[config.mk]
export PLATFORM = sky130hd
export DESIGN_NAME = adc_seq
export DESIGN_NICKNAME = d
export VERILOG_FILES = /design/src/core/adc_seq_pkg.sv /design/src/core/bit_tick_if.sv /design/src/core/adc_seq.sv /design/src/core/bit_period_div.sv
export SDC_FILE = /design/constraint.sdc
export NUM_CORES = 1
export LEC_CHECK = 0
export ABC_AREA = 1
export ABC_CLOCK_PERIOD_IN_PS = 2200
export BUFFER_PORTS_ARGS = -buffer_cell sky130_fd_sc_hd__buf_2
export CAP_MARGIN = 25
export CORE_MARGIN = 2
export CORE_UTILIZATION = 48
export CTS_BUF_LIST = sky130_fd_sc_hd__clkbuf_16
export DETAILED_ROUTE_END_ITERATION = 12
export GPL_ROUTABILITY_DRIVEN = 0
export PLACE_DENSITY_LB_ADDON = 0.1
export SKIP_LAST_GASP = 1
export SYNTH_ARGS = -nofsm -noshare
export SYNTH_HDL_FRONTEND = slang
export SYNTH_SLANG_ARGS = --single-unit
[constraint.sdc]
create_clock -name core_clk_in -period 2.2 [get_ports core_clk_in]
set_input_delay 0.22 -clock core_clk_in [delete_from_list [all_inputs] [get_ports core_clk_in]]
set_output_delay 0.22 -clock core_clk_in [all_outputs]
set_load 0.02 [all_outputs]
[src/core/adc_seq_pkg.sv]
// Constants shared by the conversion sequencer and its bit-period divider.
// Assumes a single 125 MHz core clock and an Avalon-MM register bus.
package adc_seq_pkg;
  // Register word offsets (byte addresses)
  localparam logic [3:0] OFF_CONTROL   = 4'h0;  // Go, on, channel
  localparam logic [3:0] OFF_TIMING    = 4'h4;  // Acquisition/clock select
  localparam logic [3:0] OFF_RESULT    = 4'h8;  // Result pair
  localparam logic [3:0] OFF_STATUS    = 4'hC;  // Done flag, port view
  // Control field positions
  localparam int CTL_ON_BIT            = 0;
  localparam int CTL_GO_BIT            = 1;
  localparam int CTL_CHS_LSB           = 2;
  localparam int CTL_CFG_LSB           = 8;
  // Timing field positions
  localparam int TIM_CS_LSB            = 0;
  localparam int TIM_ACQ_LSB           = 3;
  // Reset values
  localparam logic [2:0] ACQ_RESET     = 3'h0;
  localparam logic [2:0] CS_RESET      = 3'h0;
  localparam logic [3:0] CFG_ANALOG    = 4'h0;
  localparam logic [3:0] CFG_DIGITAL   = 4'hF;
  // Timing counts in bit periods
  localparam logic [4:0] CONV_PERIODS  = 5'h0B;
  localparam logic [4:0] WAIT_PERIODS  = 5'h02;
  // One instruction cycle, in core clocks, for the sleep-entry delay
  localparam int TCY_NS                = 32;
  localparam int CLK_NS                = 8;
  localparam logic [7:0] TCY_CYCLES    = 8'((TCY_NS + CLK_NS - 1) / CLK_NS);
  // Sequencer states
  typedef enum logic [2:0] {
    ST_OFF, ST_SAMPLE, ST_DELAY, ST_ACQUIRE, ST_CONVERT, ST_WAIT, ST_DISCH
  } seq_state_t;
  // Acquisition periods by code
  function automatic logic [4:0] acq_periods(input logic [2:0] code);
    unique case (code)
      3'h0: acq_periods = 5'h00;
      3'h1: acq_periods = 5'h02;
      3'h2: acq_periods = 5'h04;
      3'h3: acq_periods = 5'h06;
      3'h4: acq_periods = 5'h08;
      3'h5: acq_periods = 5'h0C;
      3'h6: acq_periods = 5'h10;
      3'h7: acq_periods = 5'h14;
    endcase
  endfunction
  // Half bit period in core clocks (toggle count), for oscillator sources
  function automatic logic [5:0] half_div(input logic [2:0] code);
    unique case (code)
      3'h0: half_div = 6'h01;
      3'h4: half_div = 6'h02;
      3'h1: half_div = 6'h04;
      3'h5: half_div = 6'h08;
      3'h2: half_div = 6'h10;
      3'h6: half_div = 6'h20;
      default: half_div = 6'h01;
    endcase
  endfunction
endpackage

[src/core/bit_tick_if.sv]
// Carries the bit-period tick between the divider and the sequencer.
// Assumes both ends share core_clk_in.
`timescale 1ns/1ps
interface bit_tick_if;
  logic       run;      // Divider enabled
  logic [2:0] cs;       // Conversion clock select
  logic       tick;     // One-cycle bit-period pulse
  modport src (input run, input cs, output tick);
  modport dst (output run, output cs, input tick);
endinterface

[src/core/adc_seq.sv]
// Acquisition and conversion sequencer of a 10-bit SAR converter.
// Assumes Avalon-MM master, synchronous inputs, SAR bits from analog side.
// Notes on behaviour
// - Programmed acquisition 2-20 periods, then convert
// - Code 010 gives four acquisition periods
// - Code 000 converts immediately on go
// - Acquisition select resets to manual 000
// - Completion clears go, sets done, resamples
// - No acquisition-ended or converting status exposed
// - Conversion lasts eleven bit periods
// - Clock select maps to oscillator divisions
// - Manual with RC clock adds instruction delay
// - Conversion ignores channel and direction bits
// - Analog pins read zero in port view
// - Strap chooses port B analog reset value
// - Clearing go aborts, result kept
// - Result holds last conversion or write
// - Two-period wait after finish, up to two after abort
// - Array discharged before every sample
// - Reset restores defaults, converter off
// - Completion loads result pair
`timescale 1ns/1ps
module adc_seq
(
  // Clock and reset
  input  wire logic        core_clk_in,
  input  wire logic        rst_in,
  // Avalon-MM slave
  input  wire logic [3:0]  avs_address_in,
  input  wire logic        avs_read_in,
  input  wire logic        avs_write_in,
  input  wire logic [31:0] avs_writedata_in,
  output logic      [31:0] avs_readdata_out,
  output logic             avs_waitrequest_out,
  // Analog side
  input  wire logic        rc_pulse_in,
  input  wire logic [9:0]  sar_result_in,
  input  wire logic [3:0]  port_pins_in,
  input  wire logic        portb_analog_at_reset_in,
  output logic             sample_out,
  output logic             discharge_out,
  output logic             convert_out,
  output logic [3:0]       channel_select_out
);
  // Registers
  logic        converter_on_ff;         // Module enable
  logic        go_ff;                   // Go flag
  logic [3:0]  channel_select_ff;       // Channel
  logic [3:0]  pin_analog_config_ff;    // 1 = digital pin
  logic [2:0]  acq_sel_ff;              // Acquisition time select
  logic [2:0]  clk_sel_ff;              // Conversion clock select
  logic [9:0]  result_pair_ff;          // Result pair
  logic        done_flag_ff;            // Conversion-done flag
  logic        strap_done_ff;           // Strap captured once
  logic        ack_ff;                  // Bus answer pending
  logic [31:0] rdata_ff;                // Read data
  adc_seq_pkg::seq_state_t state_ff;    // Sequencer state
  logic [4:0]  per_cnt_ff;              // Bit periods counted
  logic [7:0]  dly_cnt_ff;              // Core clocks of delay
  logic        sample_ff;               // Sample switch
  logic        disch_ff;                // Discharge switch
  logic        conv_ff;                 // Converting
  logic [3:0]  chan_ff;                 // Channel to analog side
  // Divider link
  bit_tick_if tk();
  bit_period_div u_div
  (
    .core_clk_in (core_clk_in),
    .rst_in      (rst_in),
    .rc_pulse_in (rc_pulse_in),
    .tk          (tk)
  );
  // Bus decode
  wire        req       = (avs_read_in | avs_write_in) & ~ack_ff;
  wire        wr_ack    = avs_write_in & ack_ff;  // Lands on answer edge
  wire        wr_ctl    = wr_ack & avs_address_in == adc_seq_pkg::OFF_CONTROL;
  wire        wr_tim    = wr_ack & avs_address_in == adc_seq_pkg::OFF_TIMING;
  wire        wr_res    = wr_ack & avs_address_in == adc_seq_pkg::OFF_RESULT;
  wire        wr_sta    = wr_ack & avs_address_in == adc_seq_pkg::OFF_STATUS;
  wire        wd_go     = avs_writedata_in[adc_seq_pkg::CTL_GO_BIT];
  wire        wd_on     = avs_writedata_in[adc_seq_pkg::CTL_ON_BIT];
  // Go may only start from sampling with the converter on
  wire        go_set    = wr_ctl & wd_go & ~go_ff & converter_on_ff & wd_on;
  wire        go_clr_sw = wr_ctl & ~wd_go & go_ff;
  wire        rc_sel    = (clk_sel_ff[1:0] == 2'b11);
  wire        active    = (state_ff == adc_seq_pkg::ST_ACQUIRE)
                        | (state_ff == adc_seq_pkg::ST_CONVERT)
                        | (state_ff == adc_seq_pkg::ST_DELAY);
  wire        abort     = active & (go_clr_sw | (wr_ctl & ~wd_on));
  wire        conv_end  = (state_ff == adc_seq_pkg::ST_CONVERT) & tk.tick
                        & (per_cnt_ff == adc_seq_pkg::CONV_PERIODS - 5'h01);
  wire [4:0]  acq_n     = adc_seq_pkg::acq_periods(acq_sel_ff);
  // Port view: analog pins read zero
  wire [3:0]  port_view = port_pins_in & pin_analog_config_ff;
  assign tk.run = (state_ff == adc_seq_pkg::ST_ACQUIRE)
                | (state_ff == adc_seq_pkg::ST_CONVERT)
                | (state_ff == adc_seq_pkg::ST_WAIT);
  assign tk.cs  = clk_sel_ff;
  // Read mux; no acquisition or converting status is visible
  wire [31:0] rd_mux =
    (avs_address_in == adc_seq_pkg::OFF_CONTROL) ?
      {20'h0_0000, pin_analog_config_ff, 2'b00, channel_select_ff,
       go_ff, converter_on_ff} :
    (avs_address_in == adc_seq_pkg::OFF_TIMING) ?
      {26'h000_0000, acq_sel_ff, clk_sel_ff} :
    (avs_address_in == adc_seq_pkg::OFF_RESULT) ?
      {22'h00_0000, result_pair_ff} :
    (avs_address_in == adc_seq_pkg::OFF_STATUS) ?
      {27'h000_0000, port_view, done_flag_ff} : 32'h0000_0000;
  assign avs_readdata_out    = rdata_ff;
  assign avs_waitrequest_out = ~ack_ff;
  assign sample_out          = sample_ff;
  assign discharge_out       = disch_ff;
  assign convert_out         = conv_ff;
  assign channel_select_out  = chan_ff;
  // Bus answer: one wait cycle, then acknowledge; unmapped reads zero
  always_ff @(posedge core_clk_in or posedge rst_in)
  begin
    if (rst_in)
    begin
      ack_ff   <= 1'b0;
      rdata_ff <= 32'h0000_0000;
    end
    else
    begin
      ack_ff   <= req;
      rdata_ff <= req ? rd_mux : rdata_ff;
    end
  end
  // Control registers; reset turns the converter off
  always_ff @(posedge core_clk_in or posedge rst_in)
  begin
    if (rst_in)
    begin
      converter_on_ff   <= 1'b0;
      channel_select_ff <= 4'h0;
      acq_sel_ff        <= adc_seq_pkg::ACQ_RESET;
      clk_sel_ff        <= adc_seq_pkg::CS_RESET;
    end
    else if (wr_ctl)
    begin
      converter_on_ff   <= wd_on;
      channel_select_ff <= avs_writedata_in[adc_seq_pkg::CTL_CHS_LSB +: 4];
    end
    else if (wr_tim)
    begin
      clk_sel_ff <= avs_writedata_in[adc_seq_pkg::TIM_CS_LSB +: 3];
      acq_sel_ff <= avs_writedata_in[adc_seq_pkg::TIM_ACQ_LSB +: 3];
    end
  end
  // Pin config: strap taken after reset release, not at reset
  always_ff @(posedge core_clk_in or posedge rst_in)
  begin
    if (rst_in)
    begin
      pin_analog_config_ff <= adc_seq_pkg::CFG_ANALOG;
      strap_done_ff        <= 1'b0;
    end
    else if (!strap_done_ff)
    begin
      strap_done_ff        <= 1'b1;
      pin_analog_config_ff <= portb_analog_at_reset_in ?
                              adc_seq_pkg::CFG_ANALOG :
                              adc_seq_pkg::CFG_DIGITAL;
    end
    else if (wr_ctl)
      pin_analog_config_ff <= avs_writedata_in[adc_seq_pkg::CTL_CFG_LSB +: 4];
  end
  // Go flag cleared by hardware at completion
  always_ff @(posedge core_clk_in or posedge rst_in)
  begin
    if (rst_in)
      go_ff <= 1'b0;
    else if (conv_end || abort || !converter_on_ff)
      go_ff <= go_set;
    else if (go_set)
      go_ff <= 1'b1;
  end
  // Done flag: set wins over software clear; write 1 clears
  always_ff @(posedge core_clk_in or posedge rst_in)
  begin
    if (rst_in)
      done_flag_ff <= 1'b0;
    else if (conv_end && !abort)
      done_flag_ff <= 1'b1;
    else if (wr_sta && avs_writedata_in[0])
      done_flag_ff <= 1'b0;
  end
  // Result pair: loaded on completion only, else software value
  always_ff @(posedge core_clk_in or posedge rst_in)
  begin
    if (rst_in)
      result_pair_ff <= 10'h000;
    else if (conv_end && !abort)
      result_pair_ff <= sar_result_in;
    else if (wr_res)
      result_pair_ff <= avs_writedata_in[9:0];
  end
  // Sequencer state and period counters
  always_ff @(posedge core_clk_in or posedge rst_in)
  begin
    if (rst_in)
    begin
      state_ff   <= adc_seq_pkg::ST_OFF;
      per_cnt_ff <= 5'h00;
      dly_cnt_ff <= 8'h00;
    end
    else if (!converter_on_ff)
      state_ff <= adc_seq_pkg::ST_OFF;
    else if (abort)  // Abort still waits up to two periods
    begin
      state_ff   <= adc_seq_pkg::ST_WAIT;
      per_cnt_ff <= 5'h00;
    end
    else
    begin
      unique case (state_ff)
        adc_seq_pkg::ST_OFF:
          state_ff <= adc_seq_pkg::ST_DISCH;
        adc_seq_pkg::ST_DISCH:
          // Array discharged for one clock before sampling
          state_ff <= adc_seq_pkg::ST_SAMPLE;
        adc_seq_pkg::ST_SAMPLE:
          if (go_ff)
          begin
            per_cnt_ff <= 5'h00;
            dly_cnt_ff <= 8'h00;
            if (acq_n != 5'h00)
              state_ff <= adc_seq_pkg::ST_ACQUIRE;
            else if (rc_sel)
              state_ff <= adc_seq_pkg::ST_DELAY;
            else
              state_ff <= adc_seq_pkg::ST_CONVERT;
          end
        adc_seq_pkg::ST_DELAY:
          if (dly_cnt_ff == adc_seq_pkg::TCY_CYCLES - 8'h01)
            state_ff <= adc_seq_pkg::ST_CONVERT;
          else
            dly_cnt_ff <= dly_cnt_ff + 8'h01;
        adc_seq_pkg::ST_ACQUIRE:
          if (tk.tick)
          begin
            if (per_cnt_ff == acq_n - 5'h01)
            begin
              per_cnt_ff <= 5'h00;
              state_ff   <= adc_seq_pkg::ST_CONVERT;
            end
            else
              per_cnt_ff <= per_cnt_ff + 5'h01;
          end
        adc_seq_pkg::ST_CONVERT:
          // Eleven periods, regardless of channel or pin direction
          if (conv_end)
          begin
            per_cnt_ff <= 5'h00;
            state_ff   <= adc_seq_pkg::ST_WAIT;
          end
          else if (tk.tick)
            per_cnt_ff <= per_cnt_ff + 5'h01;
        adc_seq_pkg::ST_WAIT:
          if (tk.tick)
          begin
            if (per_cnt_ff == adc_seq_pkg::WAIT_PERIODS - 5'h01)
              state_ff <= adc_seq_pkg::ST_DISCH;
            else
              per_cnt_ff <= per_cnt_ff + 5'h01;
          end
      endcase
    end
  end
  // Analog switch drives, registered
  always_ff @(posedge core_clk_in or posedge rst_in)
  begin
    if (rst_in)
    begin
      sample_ff <= 1'b0;
      disch_ff  <= 1'b0;
      conv_ff   <= 1'b0;
      chan_ff   <= 4'h0;
    end
    else
    begin
      sample_ff <= (state_ff == adc_seq_pkg::ST_SAMPLE)
                 | (state_ff == adc_seq_pkg::ST_ACQUIRE);
      disch_ff  <= (state_ff == adc_seq_pkg::ST_DISCH);
      conv_ff   <= (state_ff == adc_seq_pkg::ST_CONVERT);
      chan_ff   <= channel_select_ff;
    end
  end
  // Checks
  property p_conv_len;
    @(posedge core_clk_in) disable iff (rst_in)
    $rose(state_ff == adc_seq_pkg::ST_CONVERT)
    |-> per_cnt_ff == 5'h00;
  endproperty
  a_conv_len: assert property (p_conv_len) else $error("conversion length");
  property p_done_set;
    @(posedge core_clk_in) disable iff (rst_in)
    (conv_end && !abort) |=> done_flag_ff && !go_ff;
  endproperty
  a_done_set: assert property (p_done_set) else $error("done not set");
  property p_result;
    @(posedge core_clk_in) disable iff (rst_in)
    (conv_end && !abort) |=> result_pair_ff == $past(sar_result_in);
  endproperty
  a_result: assert property (p_result) else $error("result not loaded");
  property p_hold;
    @(posedge core_clk_in) disable iff (rst_in)
    (!conv_end && !wr_res) |=> $stable(result_pair_ff);
  endproperty
  a_hold: assert property (p_hold) else $error("result changed");
  property p_wait;
    @(posedge core_clk_in) disable iff (rst_in)
    (abort && converter_on_ff) |=> state_ff == adc_seq_pkg::ST_WAIT;
  endproperty
  a_wait: assert property (p_wait) else $error("no wait after abort");
  property p_manual;
    @(posedge core_clk_in) disable iff (rst_in)
    (state_ff == adc_seq_pkg::ST_SAMPLE && go_ff && converter_on_ff
     && !abort && acq_sel_ff == 3'h0 && !rc_sel)
    |=> state_ff == adc_seq_pkg::ST_CONVERT;
  endproperty
  a_manual: assert property (p_manual) else $error("manual start late");
  property p_off;
    @(posedge core_clk_in) disable iff (rst_in)
    !converter_on_ff |=> !go_ff || converter_on_ff;
  endproperty
  a_off: assert property (p_off) else $error("go set while off");
  property p_disch;
    @(posedge core_clk_in) disable iff (rst_in)
    $rose(sample_ff) |-> $past(disch_ff);
  endproperty
  a_disch: assert property (p_disch) else $error("sample w/o discharge");
endmodule

[src/core/bit_period_div.sv]
// Bit-period divider: one-cycle tick per bit period.
// Assumes RC clock edges arrive as a synchronous one-cycle pulse.
`timescale 1ns/1ps
module bit_period_div
(
  // Clock and reset
  input  wire logic   core_clk_in,
  input  wire logic   rst_in,
  // Internal RC clock pulse
  input  wire logic   rc_pulse_in,
  // Tick link
  bit_tick_if.src     tk
);
  logic [6:0] cnt_ff;    // Oscillator periods in this bit period
  logic       tick_ff;   // Registered tick
  wire        rc_sel   = (tk.cs[1:0] == 2'b11);
  wire  [6:0] full_cnt = {adc_seq_pkg::half_div(tk.cs), 1'b0};
  wire        osc_end  = (cnt_ff >= full_cnt - 7'h01);
  wire        nxt_tick = tk.run & (rc_sel ? rc_pulse_in : osc_end);
  assign tk.tick = tick_ff;
  // Divider counter, held clear while idle
  always_ff @(posedge core_clk_in or posedge rst_in)
  begin
    if (rst_in)
    begin
      cnt_ff  <= 7'h00;
      tick_ff <= 1'b0;
    end
    else
    begin
      cnt_ff  <= (!tk.run || rc_sel || osc_end) ? 7'h00 : cnt_ff + 7'h01;
      tick_ff <= nxt_tick;
    end
  end
endmodule

==> results.sh, run 1 <==
export IMPL_outcome="complete, no violations"
export IMPL_async_reset_ff_share_pct=100
export IMPL_fmaxAchievable_ghz=0.494
export IMPL_pre_cts_ws_ns=0.00176
export IMPL_yosysSeqAreaShare_pct=43.0
export IMPL_rows=34
export IMPL_stdcell_area_mm2=0.00494
export IMPL_hold_viol=0
export IMPL_drt_iter0_drc=140
export IMPL_synth_largest_area_cell="dfrtp_1"
export IMPL_yosysTopAreaCellShare_pct=43.0
export IMPL_grt_usage_pct=21.6
export IMPL_rsz0062_at_grt="true"
export IMPL_fin_tns_setup_ns=0
export IMPL_post_drt_wl_per_cell_um=14.1
export IMPL_num_io_pins=96
export IMPL_crit_path_end_kind="flop"
export IMPL_grt_pass1_vias=3475
export IMPL_clk_pin_slew_ns=0.06
export IMPL_dp_hpwl_um=7030
export IMPL_coreArea_mm2=0.00859
export IMPL_syn_instance_count=502
export IMPL_path_class="reg -> reg"
export IMPL_cts_max_level=3
export IMPL_ant_nets=0
export IMPL_synth_ff_type="dfrtp_1"
export IMPL_fin_ws_ns=0.177
export IMPL_numCtsBuffers=9
export IMPL_die_area_mm2=0.00949
export IMPL_dieHeight_um=97.4
export IMPL_worstSkewPairLatency_ns=0.34
export IMPL_regToRegSetupSlack_ns=0.18
export IMPL_start_kind="flop"
export IMPL_maxCapViolCount=0
export IMPL_antenna_cells=0
export IMPL_io_buffers=55
export IMPL_ir_drop_mv=0.605
export IMPL_syn_area_per_cell_um2=8.34
export IMPL_min_period_ns=2.02
export IMPL_drv_slew=0
export IMPL_hp_start="sar_result_in[0]"
export IMPL_finalSetupViolations=0
export IMPL_start_util_pct=48.7
export IMPL_r2r_start="clk_sel_ff[0]"
export IMPL_p_per_area_mw_per_mm2=1000
export IMPL_cellLeakagePower_nw=2.47
export IMPL_startpoint="clk_sel_ff[0]"
export IMPL_routed_via_density=5.11
export IMPL_crit_fanout=7
export IMPL_yosysMostFrequentCell="nand2_1"
export IMPL_hold_path_end="result_pair_ff[0]"
export IMPL_clock_sinks=72
export IMPL_yosys_top_cells_area="dfrtp_1 (43%), nand2_1 (8.4%), nand3_1 (5.7%)"
export IMPL_hp_class="in -> reg"
export IMPL_ys_ff_latch=72
export IMPL_die_w_um=97.4
export IMPL_routed_wl_um=9700
export IMPL_synth_warnings=0
export IMPL_nets=646
export IMPL_finalCritPeriodShare_pct=92.0
export IMPL_num_vias=3507
export IMPL_area_growth_pct=18.1
export IMPL_dr_pass1_iters=4
export IMPL_whs_ns=0.0933
export IMPL_synthTopCellsByCount="nand2_1 (94), dfrtp_1 (72), inv_1 (62)"
export IMPL_r2r_cells=11
export IMPL_netlist_area_mm2=0.00419
export IMPL_grt_pass1_wl_um=16600
export IMPL_num_fill_cells=836
export IMPL_critPathArrivalTime_ns=2.29
export IMPL_final_util_pct=57.5
export IMPL_cp_data_required_time_ns=2.47
export IMPL_timing_rr_end="u_div.cnt_ff[2]"
export IMPL_clk_path_buf_depth=2
export IMPL_cts_tree="done"
export IMPL_placed_area_mm2=0.00456
export IMPL_drc=0
export IMPL_synthDistinctLibCells=41
export IMPL_grt_antenna_before_repair=0
export IMPL_grt_max_degree=73
export IMPL_finClkSkew_ns=0.00877
export IMPL_synth_edf_count=0
export IMPL_hold_depth=3
export IMPL_final_layout_size_suffix_gt1_share_pct=20.6
export IMPL_cts_root_buf="clkbuf_16"
export IMPL_overflow=0
## placed cells by master (no fill, tap or decap), types with 2 or more instances in the layout
| cell | count |
|---|---|
| nand2_1 | 94 |
| dfrtp_1 | 71 |
| inv_1 | 62 |
| buf_2 | 55 |
| nand3_1 | 48 |
| o21ai_0 | 35 |
| nor2_1 | 30 |
| conb_1 | 21 |
| ha_1 | 16 |
| o211ai_1 | 14 |
| a21oi_1 | 12 |
| buf_4 | 11 |
| xor2_1 | 10 |
| nand4_1 | 9 |
| clkbuf_16 | 9 |
| o22ai_1 | 7 |
| nand3b_1 | 6 |
| inv_2 | 5 |
| nand2_2 | 5 |
| nor3_1 | 5 |
| o21ai_2 | 5 |
| o21ai_1 | 5 |
| a31oi_1 | 5 |
| or2_2 | 4 |
| nor2_4 | 3 |
| bufinv_16 | 3 |
| nand2_4 | 2 |
| nand3_4 | 2 |
| nor2_8 | 2 |
| inv_4 | 2 |
| o31ai_1 | 2 |
| o21a_1 | 2 |
| mux2i_1 | 2 |
| clkinv_4 | 2 |
## report_power, final
part / leakage (nW) / internal [mW] / switching [mW]
Sequential: 0.923 / 1.58 / 0.197
Clock: 0.171 / 1.11 / 0.587
Combinational: 1.38 / 0.532 / 0.934
Total: 2.47 / 3.23 / 1.72
## what timing repair did
item | in CTS | in global routing
hold buffers | 1 | 0
endpoints found under the setup margin | 1 | 10
resized for setup | 0 | 3
buffers inserted | 0 | 2
gates cloned | 0 | 0
hold endpoints to repair | 72 | 0
pin swaps | 1 | 0
## worst max-delay path, stage by stage (launching register included)
cell and delay, ns:
dfrtp_1 0.34, inv_1 0.06, ha_1 0.31, nand2_1 0.10, o21ai_1 0.13, o31ai_1 0.08, ha_1 0.29, a21oi_1 0.15
o21a_1 0.15, nand4_1 0.08, buf_4 0.17, nor2_1 0.08
## how the worst max path moves through the flow
stage | to | cells after the start | slack (ns)
after floorplan | ack_ff | 1 | 0.16
after global placement | u_div.cnt_ff[6] | 10 | 0.07
after detailed placement | u_div.cnt_ff[2] | 10 | 0.002
after CTS | u_div.cnt_ff[2] | 10 | 0.004
after global routing | u_div.cnt_ff[4] | 10 | -0.05
final | u_div.cnt_ff[2] | 11 | 0.18
## stage by stage
| step | instances | power, mW |
|---|---|---|
| CTS | 684 | 4.95 |
| detailed placement | 667 | 3.23 |
| finish | 686 | 4.95 |
| global route | 686 | 5.26 |
| global placement | 667 | 3.19 |
| floorplan | 521 | 2.86 |
## final cells by class
cell class | instances | area [um2] | share of cell area [%]
clock buffer | 9 | 225 | 4.55
clock inverter | 7 | 120 | 2.43
inverter | 68 | 260 | 5.26
multi-input combinational | 354 | 2010 | 40.7
sequential | 72 | 1800 | 36.5
tap | 108 | 135 | 2.73
timing repair buffer | 68 | 388 | 7.84
## cell families (layout without fill, tap and decap cells)
group | after synthesis | after routing | share of synthesized area [%]
AND/OR/NAND/NOR | 212 | 212 | 24.7
buffers and inverters | 95 | 152 | 10.9
AO/OA/AOI/OAI | 91 | 91 | 13.3
flip-flops | 72 | 72 | 43.0
adder cells (fa/ha/maj) | 17 | 17 | 5.08
XOR/XNOR | 11 | 11 | 2.30
other | 2 | 21 | 0.179
multiplexers | 2 | 2 | 0.478
## registers in the layout (all words and copies together) (netlist names), 3 cells and up
signal	flops
channel_select_ff	4
per_cnt_ff	5
result_pair_ff	10
state_ff	3
u_div.cnt_ff	7
acq_sel_ff	3
avs_readdata_out	12
pin_analog_config_ff	4
clk_sel_ff	3
dly_cnt_ff	8
channel_select_out	4
## routing by layer
metal	global-route usage (%)	wire length [um]
met1	28.3	4510
met2	36.1	4690
met3	4.03	335
met4	7.26	161
met5	0	0
Power figures use the tool's default switching activity.
==> inputs of run 2 (changes only) <==
Settings changed: ABC_AREA 1 to default.
==> results.sh, run 2 <==
export IMPL_pwr_share_clk_pct=31.9
export IMPL_power_frac_seq_pct=36.2
export IMPL_synthDistinctLibCells=55
export IMPL_drv_slew=0
export IMPL_crit_fanout=2
export IMPL_swShare_pct=32.2
export IMPL_cellLeakagePower_nw=2.54
export IMPL_ant_nets=0
export IMPL_syn_area_per_cell_um2=10.1
export IMPL_intPower_mw=3.04
export IMPL_finalSetupViolations=11
export IMPL_ys_ff_latch=72
export IMPL_maxCapViolCount=0
export IMPL_yosysSeqAreaShare_pct=45.0
export IMPL_numCtsBuffers=9
export IMPL_critPathArrivalTime_ns=2.70
export IMPL_layout_common_cells="dfrtp_1 (72), buf_4 (66), buf_2 (55)"
export IMPL_yosysMostFrequentCell="dfrtp_1"
export IMPL_dr_pass1_iters=5
export IMPL_drt_iter0_drc=175
export IMPL_rows=33
export IMPL_violations="negative setup slack"
export IMPL_p_per_area_mw_per_mm2=843
export IMPL_yosys_top_cells_area="dfrtp_1 (45%), ha_1 (5.3%), mux2i_1 (4.3%)"
export IMPL_multi_input_area_mm2=0.00220
export IMPL_largest_reg_flops=12
export IMPL_grt_usage_pct=23.1
export IMPL_yosysTopAreaCellShare_pct=45.0
export IMPL_fmaxAchievable_ghz=0.408
export IMPL_num_vias=3376
export IMPL_cp_data_required_time_ns=2.45
export IMPL_final_common_cell="dfrtp_1"
export IMPL_cts_max_level=3
export IMPL_syn_instance_count=397
export IMPL_netlist_area_mm2=0.00400
export IMPL_die_w_um=95.3
export IMPL_finClkSkew_ns=0.00702
export IMPL_cts_tree="done"
export IMPL_hp_class="in -> reg"
export IMPL_outcome="finished with violations"
export IMPL_whs_ns=0.0940
export IMPL_drc=0
export IMPL_min_period_ns=2.45
export IMPL_worstSkewPairLatency_ns=0.33
export IMPL_grt_antenna_before_repair=0
export IMPL_nets=592
export IMPL_routed_via_density=5.37
export IMPL_ir_drop_mv=0.463
export IMPL_dieHeight_um=95.3
export IMPL_clock_sinks=72
export IMPL_grt_pass1_wl_um=16000
export IMPL_start_util_pct=49.2
export IMPL_stdcell_area_mm2=0.00531
export IMPL_path_class="reg -> reg"
export IMPL_overflow=0
export IMPL_die_area_mm2=0.00908
export IMPL_synth_largest_area_cell="dfrtp_1"
export IMPL_clk_pin_slew_ns=0.06
export IMPL_synth_ff_type="dfrtp_1"
export IMPL_synthTopCellsByCount="dfrtp_1 (72), o21ai_0 (33), nand2_1 (30)"
export IMPL_finalCritPeriodShare_pct=111
export IMPL_synth_edf_count=0
export IMPL_placed_area_mm2=0.00475
export IMPL_start_kind="flop"
export IMPL_synth_warnings=0
export IMPL_switching_power_mw=1.44
export IMPL_clk_path_buf_depth=2
export IMPL_grt_max_degree=43
export IMPL_p_comb_share_pct=31.9
export IMPL_crit_path_end_kind="flop"
export IMPL_num_fill_cells=670
export IMPL_post_drt_wl_per_cell_um=15.8
export IMPL_io_buffers=55
export IMPL_final_layout_size_suffix_gt1_share_pct=36.8
export IMPL_regArea_mm2=0.00180
export IMPL_cts_root_buf="clkbuf_16"
export IMPL_async_reset_ff_share_pct=100
export IMPL_routed_wl_um=9930
export IMPL_grt_pass1_vias=3269
export IMPL_hold_viol=0
export IMPL_fin_ws_ns=-0.253
export IMPL_antenna_cells=0
export IMPL_rsz0062_at_grt="true"
export IMPL_dp_hpwl_um=6980
export IMPL_num_io_pins=96
export IMPL_coreArea_mm2=0.00813
export IMPL_area_growth_pct=32.6
-- run 2: logic make-up (layout without fill, tap and decap cells) --
family,count (synthesis),in the layout,share of synthesized area [%]
multiplexers,33,33,10.2
other,2,21,0.188
XOR/XNOR,8,8,1.75
adder cells (fa/ha/maj),17,17,5.31
AO/OA/AOI/OAI,94,94,15.2
buffers and inverters,48,156,6.50
flip-flops,72,72,45.0
AND/OR/NAND/NOR,123,123,15.9
-- run 2: metrics by stage --
step	instances	total power, mW	worst slack, ns	utilization [%]	setup TNS [ns]
global route	629	4.76	-0.359	65.3	-3.06
finish	629	4.48	-0.253	65.3	-1.10
floorplan	416	2.42	-0.136	-	-0.136
global placement	602	2.85	-0.172	58.4	-0.870
CTS	625	4.45	-0.259	63.7	-0.560
detailed placement	602	2.88	-0.301	58.4	-1.57
-- run 2: layout make-up --
class	count	share of cell area [%]
sequential	72	33.9
tap	105	2.47
multi-input combinational	296	41.4
inverter	14	0.990
timing repair buffer	126	15.7
clock buffer	9	4.24
clock inverter	7	1.20
-- run 2: worst paths after layout --
kind | cells past startpoint | end | startpoint | slack, ns
setup / recovery | 6 | state_ff[1] | dly_cnt_ff[3] | -0.25
hold / removal | 3 | result_pair_ff[4] | sar_result_in[4] | 0.09
setup reg to reg | 6 | state_ff[1] | dly_cnt_ff[3] | -0.25
hold reg to reg | 0 | channel_select_out[1] | channel_select_ff[1] | 0.40
max in group asynchronous | 4 | avs_readdata_out[6] | rst_in | 1.20
min in group asynchronous | 3 | dly_cnt_ff[1] | rst_in | 0.43
-- run 2: worst max-delay path: stages, from the launching register on --
cell,delay [ns]
dfrtp_1,0.37
or4_1,0.53
or3_4,0.35
a222oi_1,0.36
a21boi_2,0.24
or3b_1,0.37
a21boi_1,0.15
-- run 2: power by group through the flow --
| stage | combinational, mW | sequential, mW | clock (mW) |
|---|---|---|---|
| 6_report | 1.43 | 1.62 | 1.43 |
| 5_1_grt | 1.59 | 1.64 | 1.53 |
| 4_1_cts | 1.37 | 1.62 | 1.46 |
| 3_5_place_dp | 1.24 | 1.64 | 0 |
| 3_3_place_gp | 1.22 | 1.63 | 0 |
| 2_1_floorplan | 0.734 | 1.69 | 0 |
-- run 2: layer usage --
| layer | vias to the layer above | track usage (%) | part of all wire [%] |
|---|---|---|---|
| met5 | - | 0 | 0 |
| met4 | 0 | 8.82 | 1.4 |
| met3 | 11 | 5.22 | 5.2 |
| met2 | 110 | 35.4 | 47 |
| met1 | 1621 | 31.8 | 46 |
| li1 | 1634 | - | - |
-- run 2: timing repair --
item / in CTS / in global routing
setup buffers: 6 / 5
gates resized for setup: 19 / 26
hold endpoints to repair: 13 / 0
endpoints found under the setup margin: 15 / 21
gates cloned: 0 / 0
pin swaps: 18 / 10
hold buffers: 1 / 0
==> inputs of run 3 (changes only) <==
Settings changed: BUFFER_PORTS_ARGS -buffer_cell sky130_fd_sc_hd__buf_2 to -buffer_cell sky130_fd_sc_hd__clkbuf_2, TNS_END_PERCENT from default to 5.
==> results.sh, run 3 (synthesis results as in run 2) <==
export IMPL_crit_fanout=3
export IMPL_nets=583
export IMPL_min_period_ns=2.43
export IMPL_stdcell_count=619
export IMPL_antenna_cells=0
export IMPL_clock_sinks=72
export IMPL_grt_pass1_wl_um=15100
export IMPL_path_class="reg -> reg"
export IMPL_layout_common_cells="dfrtp_1 (72), buf_4 (60), clkbuf_2 (55)"
export IMPL_coreArea_mm2=0.00813
export IMPL_dp_hpwl_um=6790
export IMPL_hold_viol=0
export IMPL_start_kind="flop"
export IMPL_maxCapViolCount=0
export IMPL_io_buffers=55
export IMPL_placed_area_mm2=0.00472
export IMPL_cts_max_level=3
export IMPL_drv_slew=0
export IMPL_grt_antenna_before_repair=0
export IMPL_num_vias=3234
export IMPL_grt_max_degree=60
export IMPL_slew_headroom_pct=64.0
export IMPL_dr_pass1_iters=4
export IMPL_cts_tree="done"
export IMPL_start_util_pct=49.2
export IMPL_whs_ns=0.0953
export IMPL_area_growth_pct=26.4
export IMPL_dp_cells=600
export IMPL_overflow=0
export IMPL_ir_drop_mv=0.630
export IMPL_cts_root_buf="clkbuf_16"
export IMPL_largest_reg_flops=12
export IMPL_critPathArrivalTime_ns=2.69
export IMPL_final_layout_size_suffix_gt1_share_pct=30.5
export IMPL_finalSetupViolations=13
export IMPL_finClkSkew_ns=0.00519
export IMPL_rsz0062_at_grt="true"
export IMPL_total_power_mw=4.31
export IMPL_finalCritPeriodShare_pct=110
export IMPL_crit_path_end_kind="flop"
export IMPL_clk_pin_slew_ns=0.06
export IMPL_die_area_mm2=0.00908
export IMPL_num_io_pins=96
export IMPL_cp_data_required_time_ns=2.46
export IMPL_clk_path_buf_depth=2
export IMPL_post_drt_wl_per_cell_um=14.8
export IMPL_numCtsBuffers=9
export IMPL_ant_nets=0
export IMPL_cellLeakagePower_nw=2.42
export IMPL_outcome="finished with violations"
export IMPL_final_util_pct=62.2
export IMPL_grt_usage_pct=21.7
export IMPL_routed_via_density=5.22
export IMPL_drt_iter0_drc=126
export IMPL_tightest_slew_ns=0.536
export IMPL_die_w_um=95.3
export IMPL_grt_pass1_vias=3209
export IMPL_p_per_area_mw_per_mm2=852
export IMPL_rows=33
export IMPL_worstSkewPairLatency_ns=0.33
export IMPL_violations="negative setup slack"
export IMPL_routed_wl_um=9160
export IMPL_hp_class="in -> reg"
export IMPL_final_common_cell="dfrtp_1"
export IMPL_drc=0
export IMPL_stdcell_area_mm2=0.00506
export IMPL_fin_ws_ns=-0.228
export IMPL_dieHeight_um=95.3
export IMPL_fmaxAchievable_ghz=0.412
-- run 3: changes by cell type in the layout (fill, tap and decap cells not counted), moves of 3 or more --
cell,delta
buf_6,-3
o21ai_2,-5
nor3_1,+6
o31ai_1,+3
clkbuf_2,+55
o21ai_0,+8
buf_2,-55
buf_4,-6
nor3_2,-6
o31ai_4,-3
-- run 3: power breakdown --
group / switching (mW) / internal (mW)
registers: 0.114 / 1.50
clock network: 0.558 / 0.864
logic: 0.675 / 0.598
total: 1.35 / 2.96
-- run 3: final cells by class --
type,count,area (um2)
clock inverter,6,61.3
tap,105,131
multi-input combinational,296,2030
fill,689,3080
clock buffer,9,225
timing repair buffer,117,756
inverter,14,52.6
sequential,72,1800
-- run 3: final timing paths --
check | end | from | cells past startpoint | slack [ns]
worst min-delay path | result_pair_ff[9] | sar_result_in[9] | 3 | 0.1
worst max-delay path | state_ff[1] | dly_cnt_ff[3] | 7 | -0.23
worst min register to register | channel_select_out[2] | channel_select_ff[2] | 0 | 0.40
max in group asynchronous | pin_analog_config_ff[1] | rst_in | 4 | 1.22
min in group asynchronous | dly_cnt_ff[1] | rst_in | 3 | 0.37
worst max register to register | state_ff[1] | dly_cnt_ff[3] | 7 | -0.23
-- run 3: repair_timing --
action	CTS	global route
endpoints found under the setup margin	16	21
hold buffers	1	0
endpoints found under the hold margin	13	0
pin swaps	1	1
setup buffers	2	1
gates resized for setup	1	3
-- run 3: routing by layer --
layer | share of wire, % | wire (um) | vias up | global-route usage (%)
met5 | 0 | 0 | - | 0
met4 | 1.8 | 164 | 0 | 8.57
met3 | 3.7 | 342 | 12 | 3.32
met2 | 47 | 4280 | 71 | 34.4
met1 | 48 | 4370 | 1540 | 30.0
li1 | - | - | 1611 | -
-- run 3: metrics by stage --
stage          setup slack, ns  setup TNS [ns]
6_report                -0.228           -1.25
5_1_grt                 -0.383           -4.10
4_1_cts                 -0.257           -2.40
3_5_place_dp            -0.321           -2.34
3_3_place_gp            -0.169           -1.31
2_1_floorplan           -0.136          -0.507
-- run 3: critical path, cell delays in order (launching register included) --
cell and delay, ns:
dfrtp_1 0.37, or4_4 0.53, or3_4 0.35, a222oi_1 0.28, buf_4 0.17, a21boi_2 0.16
or3b_1 0.36, a21boi_1 0.13
